## config.mk

```make
export PLATFORM = sky130hd
export DESIGN_NAME = floppy_host_register_port
export DESIGN_NICKNAME = d
export VERILOG_FILES = /design/src/floppy_port_pkg.sv /design/src/byte_buffer2.sv /design/src/floppy_host_register_port.sv
export SDC_FILE = /design/constraint.sdc
export NUM_CORES = 1
export LEC_CHECK = 0
export ABC_AREA = 1
export BUFFER_PORTS_ARGS = -buffer_cell sky130_fd_sc_hd__clkbuf_2
export CELL_PAD_IN_SITES_DETAIL_PLACEMENT = 0
export CELL_PAD_IN_SITES_GLOBAL_PLACEMENT = 1
export CORE_ASPECT_RATIO = 0.75
export CORE_UTILIZATION = 36
export DETAILED_ROUTE_END_ITERATION = 6
export GPL_TIMING_DRIVEN = 1
export PLACE_DENSITY = 0.74
export SLEW_MARGIN = 20
export SYNTH_ARGS = -nofsm -noshare
export SYNTH_HDL_FRONTEND = slang
export SYNTH_SLANG_ARGS = --single-unit
```

## constraint.sdc

```tcl
create_clock -name mclk -period 1.92 [get_ports mclk]
set_input_delay 0.288 -clock mclk [delete_from_list [all_inputs] [get_ports mclk]]
set_output_delay 0.288 -clock mclk [all_outputs]
set_load 0.1 [all_outputs]
```

## src/floppy_port_pkg.sv

```systemverilog
// Purpose: shared constants and types of the floppy host register port
// Assumes: 16-bit host i/o address, 8-bit host data
// Notes:   one-byte registers; status and data share the host data path
// ****************************************************************
// package
// ****************************************************************
package floppy_port_pkg;

  // host i/o addresses
  localparam logic [15:0] ADDR_STATUS_RATE = 16'h03f4; // status read, rate select write
  localparam logic [15:0] ADDR_DATA        = 16'h03f5;
  localparam logic [15:0] ADDR_INPUT_CTRL  = 16'h03f7; // input port read, control port write

  // controller_status_port field positions
  localparam int MSR_BUSY_LO  = 0;
  localparam int MSR_CMD_BUSY = 4;
  localparam int MSR_POLLED   = 5;
  localparam int MSR_DIR      = 6;
  localparam int MSR_RQM      = 7;

  // disk_input_port and rate_control_port field positions
  localparam int DIR_CHANGE_BIT = 7;
  localparam int CTRL_SKIP_BIT  = 2;
  localparam logic [3:0] DIR_FILL_ONES = 4'hf;

  // values after hardware reset
  localparam logic [1:0] RATE_HW_RESET    = 2'h2; // 250 kbps
  localparam logic       DENSITY_HW_RESET = 1'h1;
  localparam logic       SKIP_HW_RESET    = 1'h0;

  // rate codes that mean high density
  localparam logic [1:0] RATE_500K = 2'h0;
  localparam logic [1:0] RATE_1M   = 2'h3;

  // register layout selection
  typedef enum logic [1:0] {
    LAYOUT_AT,
    LAYOUT_DUAL,
    LAYOUT_M30
  } layout_t;

  // host-visible phase of a command
  typedef enum logic [1:0] {
    PH_IDLE,
    PH_COMMAND,
    PH_EXEC,
    PH_RESULT
  } phase_t;

endpackage : floppy_port_pkg

```

## src/byte_buffer2.sv

```systemverilog
// Purpose: two-entry byte buffer with valid/ready on both sides
// Assumes: flush is not issued while a push is expected
// Notes:   one_deep limits it to one entry for byte-by-byte pacing
// ****************************************************************
// two-entry buffer
// ****************************************************************
module byte_buffer2
  import floppy_port_pkg::*;
(
  // clock and reset
  input  wire logic       mclk,
  input  wire logic       rst,
  // control
  input  wire logic       flush,
  input  wire logic       one_deep,
  // filling side
  input  wire logic       in_valid,
  input  wire logic [7:0] in_data,
  output logic            in_ready,
  // draining side
  output logic            out_valid,
  output logic [7:0]      out_data,
  input  wire logic       out_ready
);

  typedef struct packed {
    logic [7:0] d0;
    logic [7:0] d1;
    logic       v0;
    logic       v1;
    logic       rdy;
  } buf_state_t;

  buf_state_t st_r;
  buf_state_t st_nxt;
  logic       push;
  logic       pop;

  // entry 0 is always the head, so the read data come straight from a flop
  always_comb begin
    st_nxt = st_r;
    push   = in_valid && st_r.rdy;
    pop    = out_ready && st_r.v0;
    if (pop) begin
      st_nxt.d0 = st_r.d1;
      st_nxt.v0 = st_r.v1;
      st_nxt.v1 = 1'b0;
    end
    if (push) begin
      if (!st_nxt.v0) begin
        st_nxt.d0 = in_data;
        st_nxt.v0 = 1'b1;
      end else begin
        st_nxt.d1 = in_data;
        st_nxt.v1 = 1'b1;
      end
    end
    if (flush) begin
      st_nxt.v0 = 1'b0;
      st_nxt.v1 = 1'b0;
    end
    st_nxt.rdy = one_deep ? !st_nxt.v0 : !st_nxt.v1; // honest full
  end

  // state register
  always_ff @(posedge mclk or posedge rst) begin
    if (rst) begin
      st_r <= '{d0: 8'h00, d1: 8'h00, v0: 1'b0, v1: 1'b0, rdy: 1'b1};
    end else begin
      st_r <= st_nxt;
    end
  end

  assign in_ready  = st_r.rdy;
  assign out_valid = st_r.v0;
  assign out_data  = st_r.d0;

endmodule : byte_buffer2

```

## src/floppy_host_register_port.sv

```systemverilog
// Purpose: host register port of a floppy controller: status, data, input and control ports
// Assumes: host strobes and core handshakes are synchronous to mclk
// Notes:   the command engine sits behind the cmd/res byte streams
// ****************************************************************
// top module
// ****************************************************************
module floppy_host_register_port
  import floppy_port_pkg::*;
(
  // clock and reset
  input  wire logic        mclk,
  input  wire logic        rst,
  input  wire logic        soft_rst,
  // host i/o bus
  input  wire logic [15:0] io_addr,
  input  wire logic        io_rd_stb,
  input  wire logic        io_wr_stb,
  input  wire logic [7:0]  io_wdata,
  output logic      [7:0]  io_rdata,
  output logic             io_oe_lo,
  output logic             io_oe_hi,
  // configuration and neighbours
  input  layout_t          reg_layout,
  input  wire logic        force_change,
  input  wire logic        dma_gate,
  input  wire logic        media_changed_n,
  // command engine status
  input  wire logic [3:0]  drive_seek_active,
  input  wire logic        polled_mode,
  input  wire logic        fifo_enable_set,
  input  wire logic        cmd_end,
  input  wire logic        cmd_has_exec,
  input  wire logic        cmd_has_result,
  input  wire logic        exec_dir_read,
  input  wire logic        exec_end,
  input  wire logic        xfer_overrun,
  input  wire logic        result_end,
  // bytes toward the command engine
  output logic             cmd_valid,
  output logic      [7:0]  cmd_data,
  input  wire logic        cmd_ready,
  // bytes from the command engine
  input  wire logic        res_valid,
  input  wire logic [7:0]  res_data,
  output logic             res_ready,
  // drive side and engine controls
  output logic      [1:0]  rate_select,
  output logic             skip_write_comp,
  output logic             density_out,
  output logic             xfer_abort
);

  typedef struct packed {
    phase_t     phase;
    logic [7:0] controller_status_port;
    logic [1:0] rate;
    logic       skip;
    logic       dens;
    logic       fifo_on;
    logic       abort;
    logic       res_done;
    logic       chg_s1;
    logic       chg_s2;
    logic       chg_s3;
    logic       chg_lvl;
    logic [7:0] rdata;
    logic       oe_lo;
    logic       oe_hi;
  } port_state_t;

  port_state_t st_r;
  port_state_t st_nxt;

  // buffer hookup
  logic       wr_push;
  logic       wr_rdy;
  logic       rd_pop;
  logic       rd_valid;
  logic [7:0] rd_head;
  logic       flush_wr;
  logic       flush_rd;
  logic       one_deep;
  logic       rd_in_valid;

  // decode and pacing
  logic       rqm_c;
  logic       dio_c;
  logic       sel_status;
  logic       sel_data;
  logic       sel_inctl;
  logic       chg_bit;
  logic [1:0] rate_new;
  logic       rate_wr;

  // ****************************************************************
  // byte buffers
  // ****************************************************************
  // host to engine: command parameters and disk write data
  byte_buffer2 u_wr_buf (
    .mclk      (mclk),
    .rst       (rst),
    .flush     (flush_wr),
    .one_deep  (one_deep),
    .in_valid  (wr_push),
    .in_data   (io_wdata),
    .in_ready  (wr_rdy),
    .out_valid (cmd_valid),
    .out_data  (cmd_data),
    .out_ready (cmd_ready)
  );

  // engine to host: disk read data and result bytes
  byte_buffer2 u_rd_buf (
    .mclk      (mclk),
    .rst       (rst),
    .flush     (flush_rd),
    .one_deep  (one_deep),
    .in_valid  (rd_in_valid),
    .in_data   (res_data),
    .in_ready  (res_ready),
    .out_valid (rd_valid),
    .out_data  (rd_head),
    .out_ready (rd_pop)
  );

  // ****************************************************************
  // next state
  // ****************************************************************
  // one process for the whole port; buffer controls fall out of it
  always_comb begin
    st_nxt     = st_r;
    sel_status = (io_addr == ADDR_STATUS_RATE);
    sel_data   = (io_addr == ADDR_DATA);
    sel_inctl  = (io_addr == ADDR_INPUT_CTRL);
    flush_wr   = 1'b0;
    flush_rd   = 1'b0;
    rqm_c      = 1'b0;
    dio_c      = 1'b0;
    // full depth only in execution with the fifo enabled
    one_deep    = !(st_r.fifo_on && st_r.phase == PH_EXEC);
    rd_in_valid = res_valid && !st_r.abort;

    // request and direction for the current phase
    case (st_r.phase)
      PH_IDLE, PH_COMMAND: begin
        rqm_c = !cmd_valid && wr_rdy;
        dio_c = 1'b0;
      end
      PH_EXEC: begin
        if (st_r.abort) begin
          rqm_c = exec_dir_read && rd_valid;
          dio_c = exec_dir_read;
        end else if (exec_dir_read) begin
          rqm_c = rd_valid;
          dio_c = 1'b1;
        end else begin
          rqm_c = wr_rdy;
          dio_c = 1'b0;
        end
      end
      PH_RESULT: begin
        rqm_c = rd_valid;
        dio_c = 1'b1;
      end
      default: begin
        rqm_c = 1'b0;
        dio_c = 1'b0;
      end
    endcase

    // data port moves a byte only while the request stands
    wr_push = io_wr_stb && sel_data && rqm_c && !dio_c && st_r.phase != PH_RESULT;
    rd_pop  = io_rd_stb && sel_data && rqm_c && dio_c;

    // phase sequencing
    case (st_r.phase)
      PH_IDLE: begin
        if (wr_push) begin
          st_nxt.phase = PH_COMMAND;
        end
      end
      PH_COMMAND: begin
        if (cmd_end) begin
          if (cmd_has_exec) begin
            st_nxt.phase = PH_EXEC;
            flush_wr     = 1'b1;
            flush_rd     = 1'b1;
          end else if (cmd_has_result) begin
            st_nxt.phase = PH_RESULT;
          end else begin
            st_nxt.phase = PH_IDLE;
          end
        end
      end
      PH_EXEC: begin
        if (xfer_overrun) begin
          st_nxt.abort = 1'b1;
          flush_wr     = 1'b1; // stop feeding write data; engine pads the sector
        end
        if (exec_end) begin
          st_nxt.phase = PH_RESULT; // leftover read bytes drain ahead of the results
          st_nxt.abort = 1'b0;
        end
      end
      PH_RESULT: begin
        if (result_end) begin
          st_nxt.res_done = 1'b1;
        end
        if (st_r.res_done && !rd_valid) begin
          st_nxt.phase    = PH_IDLE;
          st_nxt.res_done = 1'b0;
        end
      end
      default: begin
        st_nxt.phase = PH_IDLE;
      end
    endcase

    // fifo mode is turned on only by the configure command
    if (fifo_enable_set) begin
      st_nxt.fifo_on = 1'b1;
    end

    // status byte as the host sees it
    st_nxt.controller_status_port[MSR_BUSY_LO +: 4] = drive_seek_active;
    st_nxt.controller_status_port[MSR_CMD_BUSY]     = (st_nxt.phase != PH_IDLE);
    st_nxt.controller_status_port[MSR_POLLED]       = (st_nxt.phase == PH_EXEC) && polled_mode;
    st_nxt.controller_status_port[MSR_DIR]          = dio_c;
    st_nxt.controller_status_port[MSR_RQM]          = rqm_c;

    // disk change pin: three stages, change accepted when the last two agree
    st_nxt.chg_s1 = media_changed_n;
    st_nxt.chg_s2 = st_r.chg_s1;
    st_nxt.chg_s3 = st_r.chg_s2;
    if (st_r.chg_s2 == st_r.chg_s3) begin
      st_nxt.chg_lvl = st_r.chg_s3;
    end
    chg_bit = !st_r.chg_lvl || force_change;

    // rate writes: newest write of either port wins
    rate_wr  = io_wr_stb && (sel_status || sel_inctl);
    rate_new = io_wdata[1:0];
    if (rate_wr) begin
      st_nxt.rate = rate_new;
      st_nxt.dens = (rate_new == RATE_500K) || (rate_new == RATE_1M);
    end
    // skip bit is written only in the model 30 layout and drives skip_write_comp
    if (io_wr_stb && sel_inctl && reg_layout == LAYOUT_M30) begin
      st_nxt.skip = io_wdata[CTRL_SKIP_BIT];
    end

    // read answer, one cycle after the strobe
    st_nxt.rdata = 8'h00;
    st_nxt.oe_lo = 1'b0;
    st_nxt.oe_hi = 1'b0;
    if (io_rd_stb) begin
      if (sel_status) begin
        st_nxt.rdata = st_r.controller_status_port;
        st_nxt.oe_lo = 1'b1;
        st_nxt.oe_hi = 1'b1;
      end else if (sel_data) begin
        st_nxt.rdata = rd_pop ? rd_head : 8'h00;
        st_nxt.oe_lo = 1'b1;
        st_nxt.oe_hi = 1'b1;
      end else if (sel_inctl) begin
        case (reg_layout)
          LAYOUT_AT: begin
            st_nxt.rdata = {chg_bit, 7'h00};
            st_nxt.oe_hi = 1'b1;
          end
          LAYOUT_DUAL: begin
            // low bit follows the rate code, not the density pin, which is high after reset at 250k
            st_nxt.rdata = {chg_bit, DIR_FILL_ONES, st_r.rate,
                            !((st_r.rate == RATE_500K) || (st_r.rate == RATE_1M))};
            st_nxt.oe_lo = 1'b1;
            st_nxt.oe_hi = 1'b1;
          end
          LAYOUT_M30: begin
            st_nxt.rdata = {chg_bit, 3'h0, dma_gate, st_r.skip, st_r.rate};
            st_nxt.oe_lo = 1'b1;
            st_nxt.oe_hi = 1'b1;
          end
          default: begin
            st_nxt.rdata = 8'h00;
          end
        endcase
      end
    end

    // soft reset clears sequencing but keeps rate, skip and density
    if (soft_rst) begin
      st_nxt.phase    = PH_IDLE;
      st_nxt.fifo_on  = 1'b0;
      st_nxt.abort    = 1'b0;
      st_nxt.res_done = 1'b0;
      st_nxt.controller_status_port      = 8'h00;
      flush_wr        = 1'b1;
      flush_rd        = 1'b1;
    end
  end

  // ****************************************************************
  // state register
  // ****************************************************************
  // hardware reset: rate 250k, density high, fifo off
  always_ff @(posedge mclk or posedge rst) begin
    if (rst) begin
      st_r <= '{phase: PH_IDLE, controller_status_port: 8'h00, rate: RATE_HW_RESET, skip: SKIP_HW_RESET,
                dens: DENSITY_HW_RESET, fifo_on: 1'b0, abort: 1'b0, res_done: 1'b0,
                chg_s1: 1'b1, chg_s2: 1'b1, chg_s3: 1'b1, chg_lvl: 1'b1,
                rdata: 8'h00, oe_lo: 1'b0, oe_hi: 1'b0};
    end else begin
      st_r <= st_nxt;
    end
  end

  assign io_rdata        = st_r.rdata;
  assign io_oe_lo        = st_r.oe_lo;
  assign io_oe_hi        = st_r.oe_hi;
  assign rate_select     = st_r.rate;
  assign skip_write_comp = st_r.skip;
  assign density_out     = st_r.dens;
  assign xfer_abort      = st_r.abort;
endmodule : floppy_host_register_port

```

==> impl_metrics.xml <==
<?xml version="1.0" encoding="UTF-8"?>
<metrics>
  <group name="status">
    <metric name="outcome" unit="">finished clean</metric>
  </group>
  <group name="routing">
    <metric name="route.antenna.remaining_nets" unit="">0</metric>
    <metric name="final_routed_wire_length_divided_by_cell_count" unit="µm">12.5</metric>
    <metric name="drtPass1Iterations" unit="">4</metric>
    <metric name="detail_route.iter0.violations" unit="">167</metric>
    <metric name="drc" unit="">0</metric>
    <metric name="routed_via_density" unit="">4.55</metric>
    <metric name="route.vias.total" unit="">3051</metric>
    <metric name="routed_wl" unit="mm">8.41</metric>
  </group>
  <group name="logic_synthesis">
    <metric name="ys_ff_latch" unit="">69</metric>
    <metric name="synth_enable_flop_cells" unit="">0</metric>
    <metric name="gate_count_after_technology_mapping" unit="">442</metric>
    <metric name="yosys_most_used_dff" unit="">sky130_fd_sc_hd__dfrtp_1</metric>
    <metric name="synth.lib_cells_used.distinct" unit="">36</metric>
    <metric name="netlist_area" unit="µm²">3680</metric>
    <metric name="yosys_warnings" unit="">0</metric>
    <metric name="synth_area_per_cell" unit="µm²">8.32</metric>
    <metric name="portion_of_the_post_synthesis_area_used_by_sequential_elements" unit="">0.472</metric>
    <metric name="synth_async_sr_flop_share" unit="">1.00</metric>
    <metric name="mappedNetlistNets" unit="">509</metric>
  </group>
  <group name="worst_setup_path">
    <metric name="critical_path_max_stage_delay" unit="ps">420</metric>
    <metric name="r2r_end" unit="">u_rd_buf.out_data[7]</metric>
    <metric name="cp_data_arrival_time" unit="ps">2100</metric>
    <metric name="critical_path.max_fanout" unit="">8</metric>
    <metric name="start_kind" unit="">register</metric>
    <metric name="slowest_cell_on_the_critical_path" unit="">sky130_fd_sc_hd__dfrtp_1</metric>
    <metric name="worstSetupPathType" unit="">register to register</metric>
    <metric name="r2r_setup_slack" unit="ps">70</metric>
    <metric name="cp_cell_sequence" unit="">buf_6 &gt; ha_4 &gt; nor2_1 &gt; nand2_1 &gt; nand3_4 &gt; nand4_1 &gt; nand2_2 &gt; nand2_8 &gt; inv_8 &gt; nand2_1 &gt; o21ai_1</metric>
    <metric name="timing.critical_path.mode_cell" unit="">sky130_fd_sc_hd__nand2_1</metric>
    <metric name="r2r-start" unit="">st_r[30]</metric>
    <metric name="timing.critical_path.to_type" unit="">register</metric>
    <metric name="ff2ff_path_depth" unit="">11</metric>
    <metric name="critical_path_required" unit="ps">2170</metric>
  </group>
  <group name="global_routing">
    <metric name="vias_in_the_first_global_route" unit="">2871</metric>
    <metric name="grt_start_max_net_pins" unit="">28</metric>
    <metric name="grt.overflow.total" unit="">0</metric>
    <metric name="globalRouteTotalUtil" unit="">0.166</metric>
    <metric name="global_route.usage.met1" unit="">0.226</metric>
    <metric name="top_usage_layer" unit="">met2</metric>
    <metric name="grt_use_met3" unit="">0.0440</metric>
    <metric name="grt_pass1_wl" unit="mm">13.7</metric>
    <metric name="grt.met2_usage" unit="">0.264</metric>
    <metric name="initial_antenna_violation_count" unit="">0</metric>
  </group>
  <group name="clocking">
    <metric name="cts_sinks" unit="">69</metric>
    <metric name="ctsHoldBuffers" unit="">0</metric>
    <metric name="tritoncts" unit="">yes</metric>
    <metric name="cts.clk_slew.worst_paths" unit="ps">60</metric>
    <metric name="clock-root-buffer" unit="">sky130_fd_sc_hd__clkbuf_16</metric>
    <metric name="cts_inserted_buffers" unit="">9</metric>
    <metric name="cts.htree.levels" unit="">3</metric>
    <metric name="cts.path.max_buffers" unit="">2</metric>
    <metric name="clock_insertion_delay_worst_skew" unit="ps">320</metric>
  </group>
  <group name="power_and_ir_drop">
    <metric name="ir_worst_vdd" unit="µV">439</metric>
    <metric name="power" unit="mW">3.72</metric>
    <metric name="power_density" unit="nW/µm²">792</metric>
    <metric name="leakagePower" unit="nW">2.53</metric>
  </group>
  <group name="timing">
    <metric name="setup_slack" unit="ps">72.5</metric>
    <metric name="worst_clock_skew" unit="ps">9.17</metric>
    <metric name="post-route-period-util" unit="">0.962</metric>
    <metric name="unrepaired_setup_endpoints_after_global_routing" unit="">yes</metric>
    <metric name="maxClockFrequency" unit="GHz">0.541</metric>
    <metric name="hold_viol_final" unit="">0</metric>
    <metric name="slew_viol_final" unit="">0</metric>
    <metric name="layout_min_cycle_time" unit="ps">1850</metric>
    <metric name="worst-slew-pin-transition" unit="ps">580</metric>
    <metric name="max_slew_margin" unit="">0.609</metric>
    <metric name="report.final.setup_viol" unit="">0</metric>
    <metric name="tns" unit="ps">0</metric>
  </group>
  <group name="placed_design">
    <metric name="placer_congestion_estimate" unit="">0.816</metric>
    <metric name="post-dp-hpwl" unit="mm">6.27</metric>
    <metric name="portBuffers" unit="">81</metric>
    <metric name="place_ws" unit="ps">63.4</metric>
  </group>
  <group name="floorplan">
    <metric name="chipHeight" unit="µm">89.5</metric>
    <metric name="ioPinCount" unit="">82</metric>
    <metric name="core.rowCount" unit="">31</metric>
    <metric name="design.die.area" unit="µm²">10600</metric>
    <metric name="initial_utilization" unit="">0.376</metric>
    <metric name="placeable_core_region" unit="µm²">9770</metric>
    <metric name="die_width" unit="µm">119</metric>
  </group>
  <group name="run">
    <metric name="max_cap_viol_count" unit="">0</metric>
  </group>
  <group name="hold_path">
    <metric name="worst_hold_path_type" unit="">input pin to asynchronous set/reset pin</metric>
  </group>
  <group name="finish">
    <metric name="layout.nets" unit="">601</metric>
    <metric name="drive_gt1_frac" unit="">0.347</metric>
    <metric name="number_of_filler_instances_in_the_final_layout" unit="">954</metric>
    <metric name="antenna_cells" unit="">0</metric>
    <metric name="area_growth" unit="%">27.7</metric>
  </group>
</metrics>
==> cell usage in the layout, fill, tap and decap left out, types with 10 or more instances in the layout <==
master                       n
sky130_fd_sc_hd__a21oi_1    12
sky130_fd_sc_hd__o21ai_0    22
sky130_fd_sc_hd__nor2_1     25
sky130_fd_sc_hd__buf_4      21
sky130_fd_sc_hd__dfrtp_1    60
sky130_fd_sc_hd__nand2_1   119
sky130_fd_sc_hd__inv_1      65
sky130_fd_sc_hd__nor3_1     10
sky130_fd_sc_hd__o21ai_2    23
sky130_fd_sc_hd__clkbuf_2   81
==> critical path, delay by kind of cell, from the launching register on <==
family	cells	cell delay, ps
compound gates	1	70
buf+inv	2	240
flops	1	420
simple gates	7	870
fa+ha+maj	1	160
==> Yosys cell counts, types with 2 or more instances <==
cell type,instances,share of area
sky130_fd_sc_hd__buf_4,19,0.039
sky130_fd_sc_hd__nand3_2,3,0.0082
sky130_fd_sc_hd__buf_6,3,0.0092
sky130_fd_sc_hd__o21ai_1,3,0.0041
sky130_fd_sc_hd__nor2_1,26,0.027
sky130_fd_sc_hd__dfrtp_1,61,0.42
sky130_fd_sc_hd__o22ai_1,3,0.0051
sky130_fd_sc_hd__nand2_1,121,0.12
sky130_fd_sc_hd__ha_1,10,0.034
sky130_fd_sc_hd__o21ai_2,22,0.052
sky130_fd_sc_hd__nor3_1,10,0.014
sky130_fd_sc_hd__nand2_4,2,0.0061
sky130_fd_sc_hd__mux2_2,2,0.0061
sky130_fd_sc_hd__nand2_2,8,0.014
sky130_fd_sc_hd__a31oi_1,2,0.0034
sky130_fd_sc_hd__nor2_2,2,0.0034
sky130_fd_sc_hd__a21oi_1,12,0.016
sky130_fd_sc_hd__clkbuf_1,2,0.0020
sky130_fd_sc_hd__nand4_1,2,0.0034
sky130_fd_sc_hd__o21ai_0,24,0.033
sky130_fd_sc_hd__dfstp_2,8,0.057
sky130_fd_sc_hd__inv_1,68,0.069
sky130_fd_sc_hd__o211ai_1,7,0.014
sky130_fd_sc_hd__a211oi_1,2,0.0041
sky130_fd_sc_hd__nand3_1,7,0.0095
sky130_fd_sc_hd__inv_2,3,0.0031
==> registers in the layout (all words and copies together), names as in the netlist <==
name,count
io_oe_hi,1
u_wr_buf.st_r,9
u_wr_buf.out_valid,1
io_oe_lo,1
u_rd_buf.st_r,9
rate_select,2
u_rd_buf.in_ready,1
density_out,1
u_rd_buf.out_data,8
xfer_abort,1
u_wr_buf.in_ready,1
io_rdata,8
st_nxt,2
u_rd_buf.out_valid,1
skip_write_comp,1
u_wr_buf.out_data,8
st_r,14
==> cell type report <==
type / count / area (µm²) / area share
sequential: 69 / 1740 / 0.370
timing repair inverter: 1 / 8.76 / 0.00186
tap: 132 / 165 / 0.0352
clock buffer: 9 / 225 / 0.0479
multi-input combinational: 276 / 1560 / 0.333
clock inverter: 7 / 97.6 / 0.0208
inverter: 72 / 284 / 0.0605
timing repair buffer: 105 / 614 / 0.131
==> layer usage <==
metal  routed length (µm)  part of all wire
met5                    0                 0
met4                   84             0.010
met3                  375             0.045
met2                 3690              0.44
met1                 4260              0.51
==> worst max path at each step <==
stage | start | endpoint | slack [ps] | depth (start not counted)
5_1_grt | st_r[30] | u_rd_buf.out_data[3] | -40 | 11
4_1_cts | st_r[29] | u_rd_buf.out_data[3] | 30 | 12
6_report | st_r[30] | u_rd_buf.out_data[7] | 70 | 11
3_3_place_gp | st_r[29] | u_rd_buf.out_data[7] | 130 | 11
3_5_place_dp | st_r[29] | u_rd_buf.out_data[3] | 60 | 11
2_1_floorplan | u_wr_buf.out_valid | u_rd_buf.out_data[3] | 10 | 9
==> logic make-up after synthesis <==
group,synth area share
compound gates,0.137
buf+inv,0.126
mux,0.00612
xor+xnor,0.00238
flops,0.472
fa+ha+maj,0.0367
simple gates,0.219
==> stage by stage <==
| step | utilization | std cells | instance area [µm²] | hold WS [ps] |
|---|---|---|---|---|
| global placement | 0.427 | 641 | 4170 | 348 |
| finish | 0.481 | 671 | 4700 | 0.0782 |
| floorplan | - | 442 | 3680 | 292 |
| CTS | 0.460 | 657 | 4490 | 4.04 |
| detailed placement | 0.427 | 641 | 4170 | 350 |
| global route | 0.481 | 671 | 4700 | 32.4 |
==> where the power goes <==
group	switching, mW	leakage, nW	internal (mW)	total [mW]
Clock	0.624	0.152	1.14	1.76
Combinational	0.222	1.51	0.138	0.360
Sequential	0.0466	0.868	1.55	1.60
==> repair_timing <==
action / in CTS / in global routing
endpoints found under the setup margin: 0 / 31
endpoints found under the hold margin: 0 / 0
resized for setup: 0 / 24
buffers inserted: 0 / 13
Power figures use the tool's default switching activity.
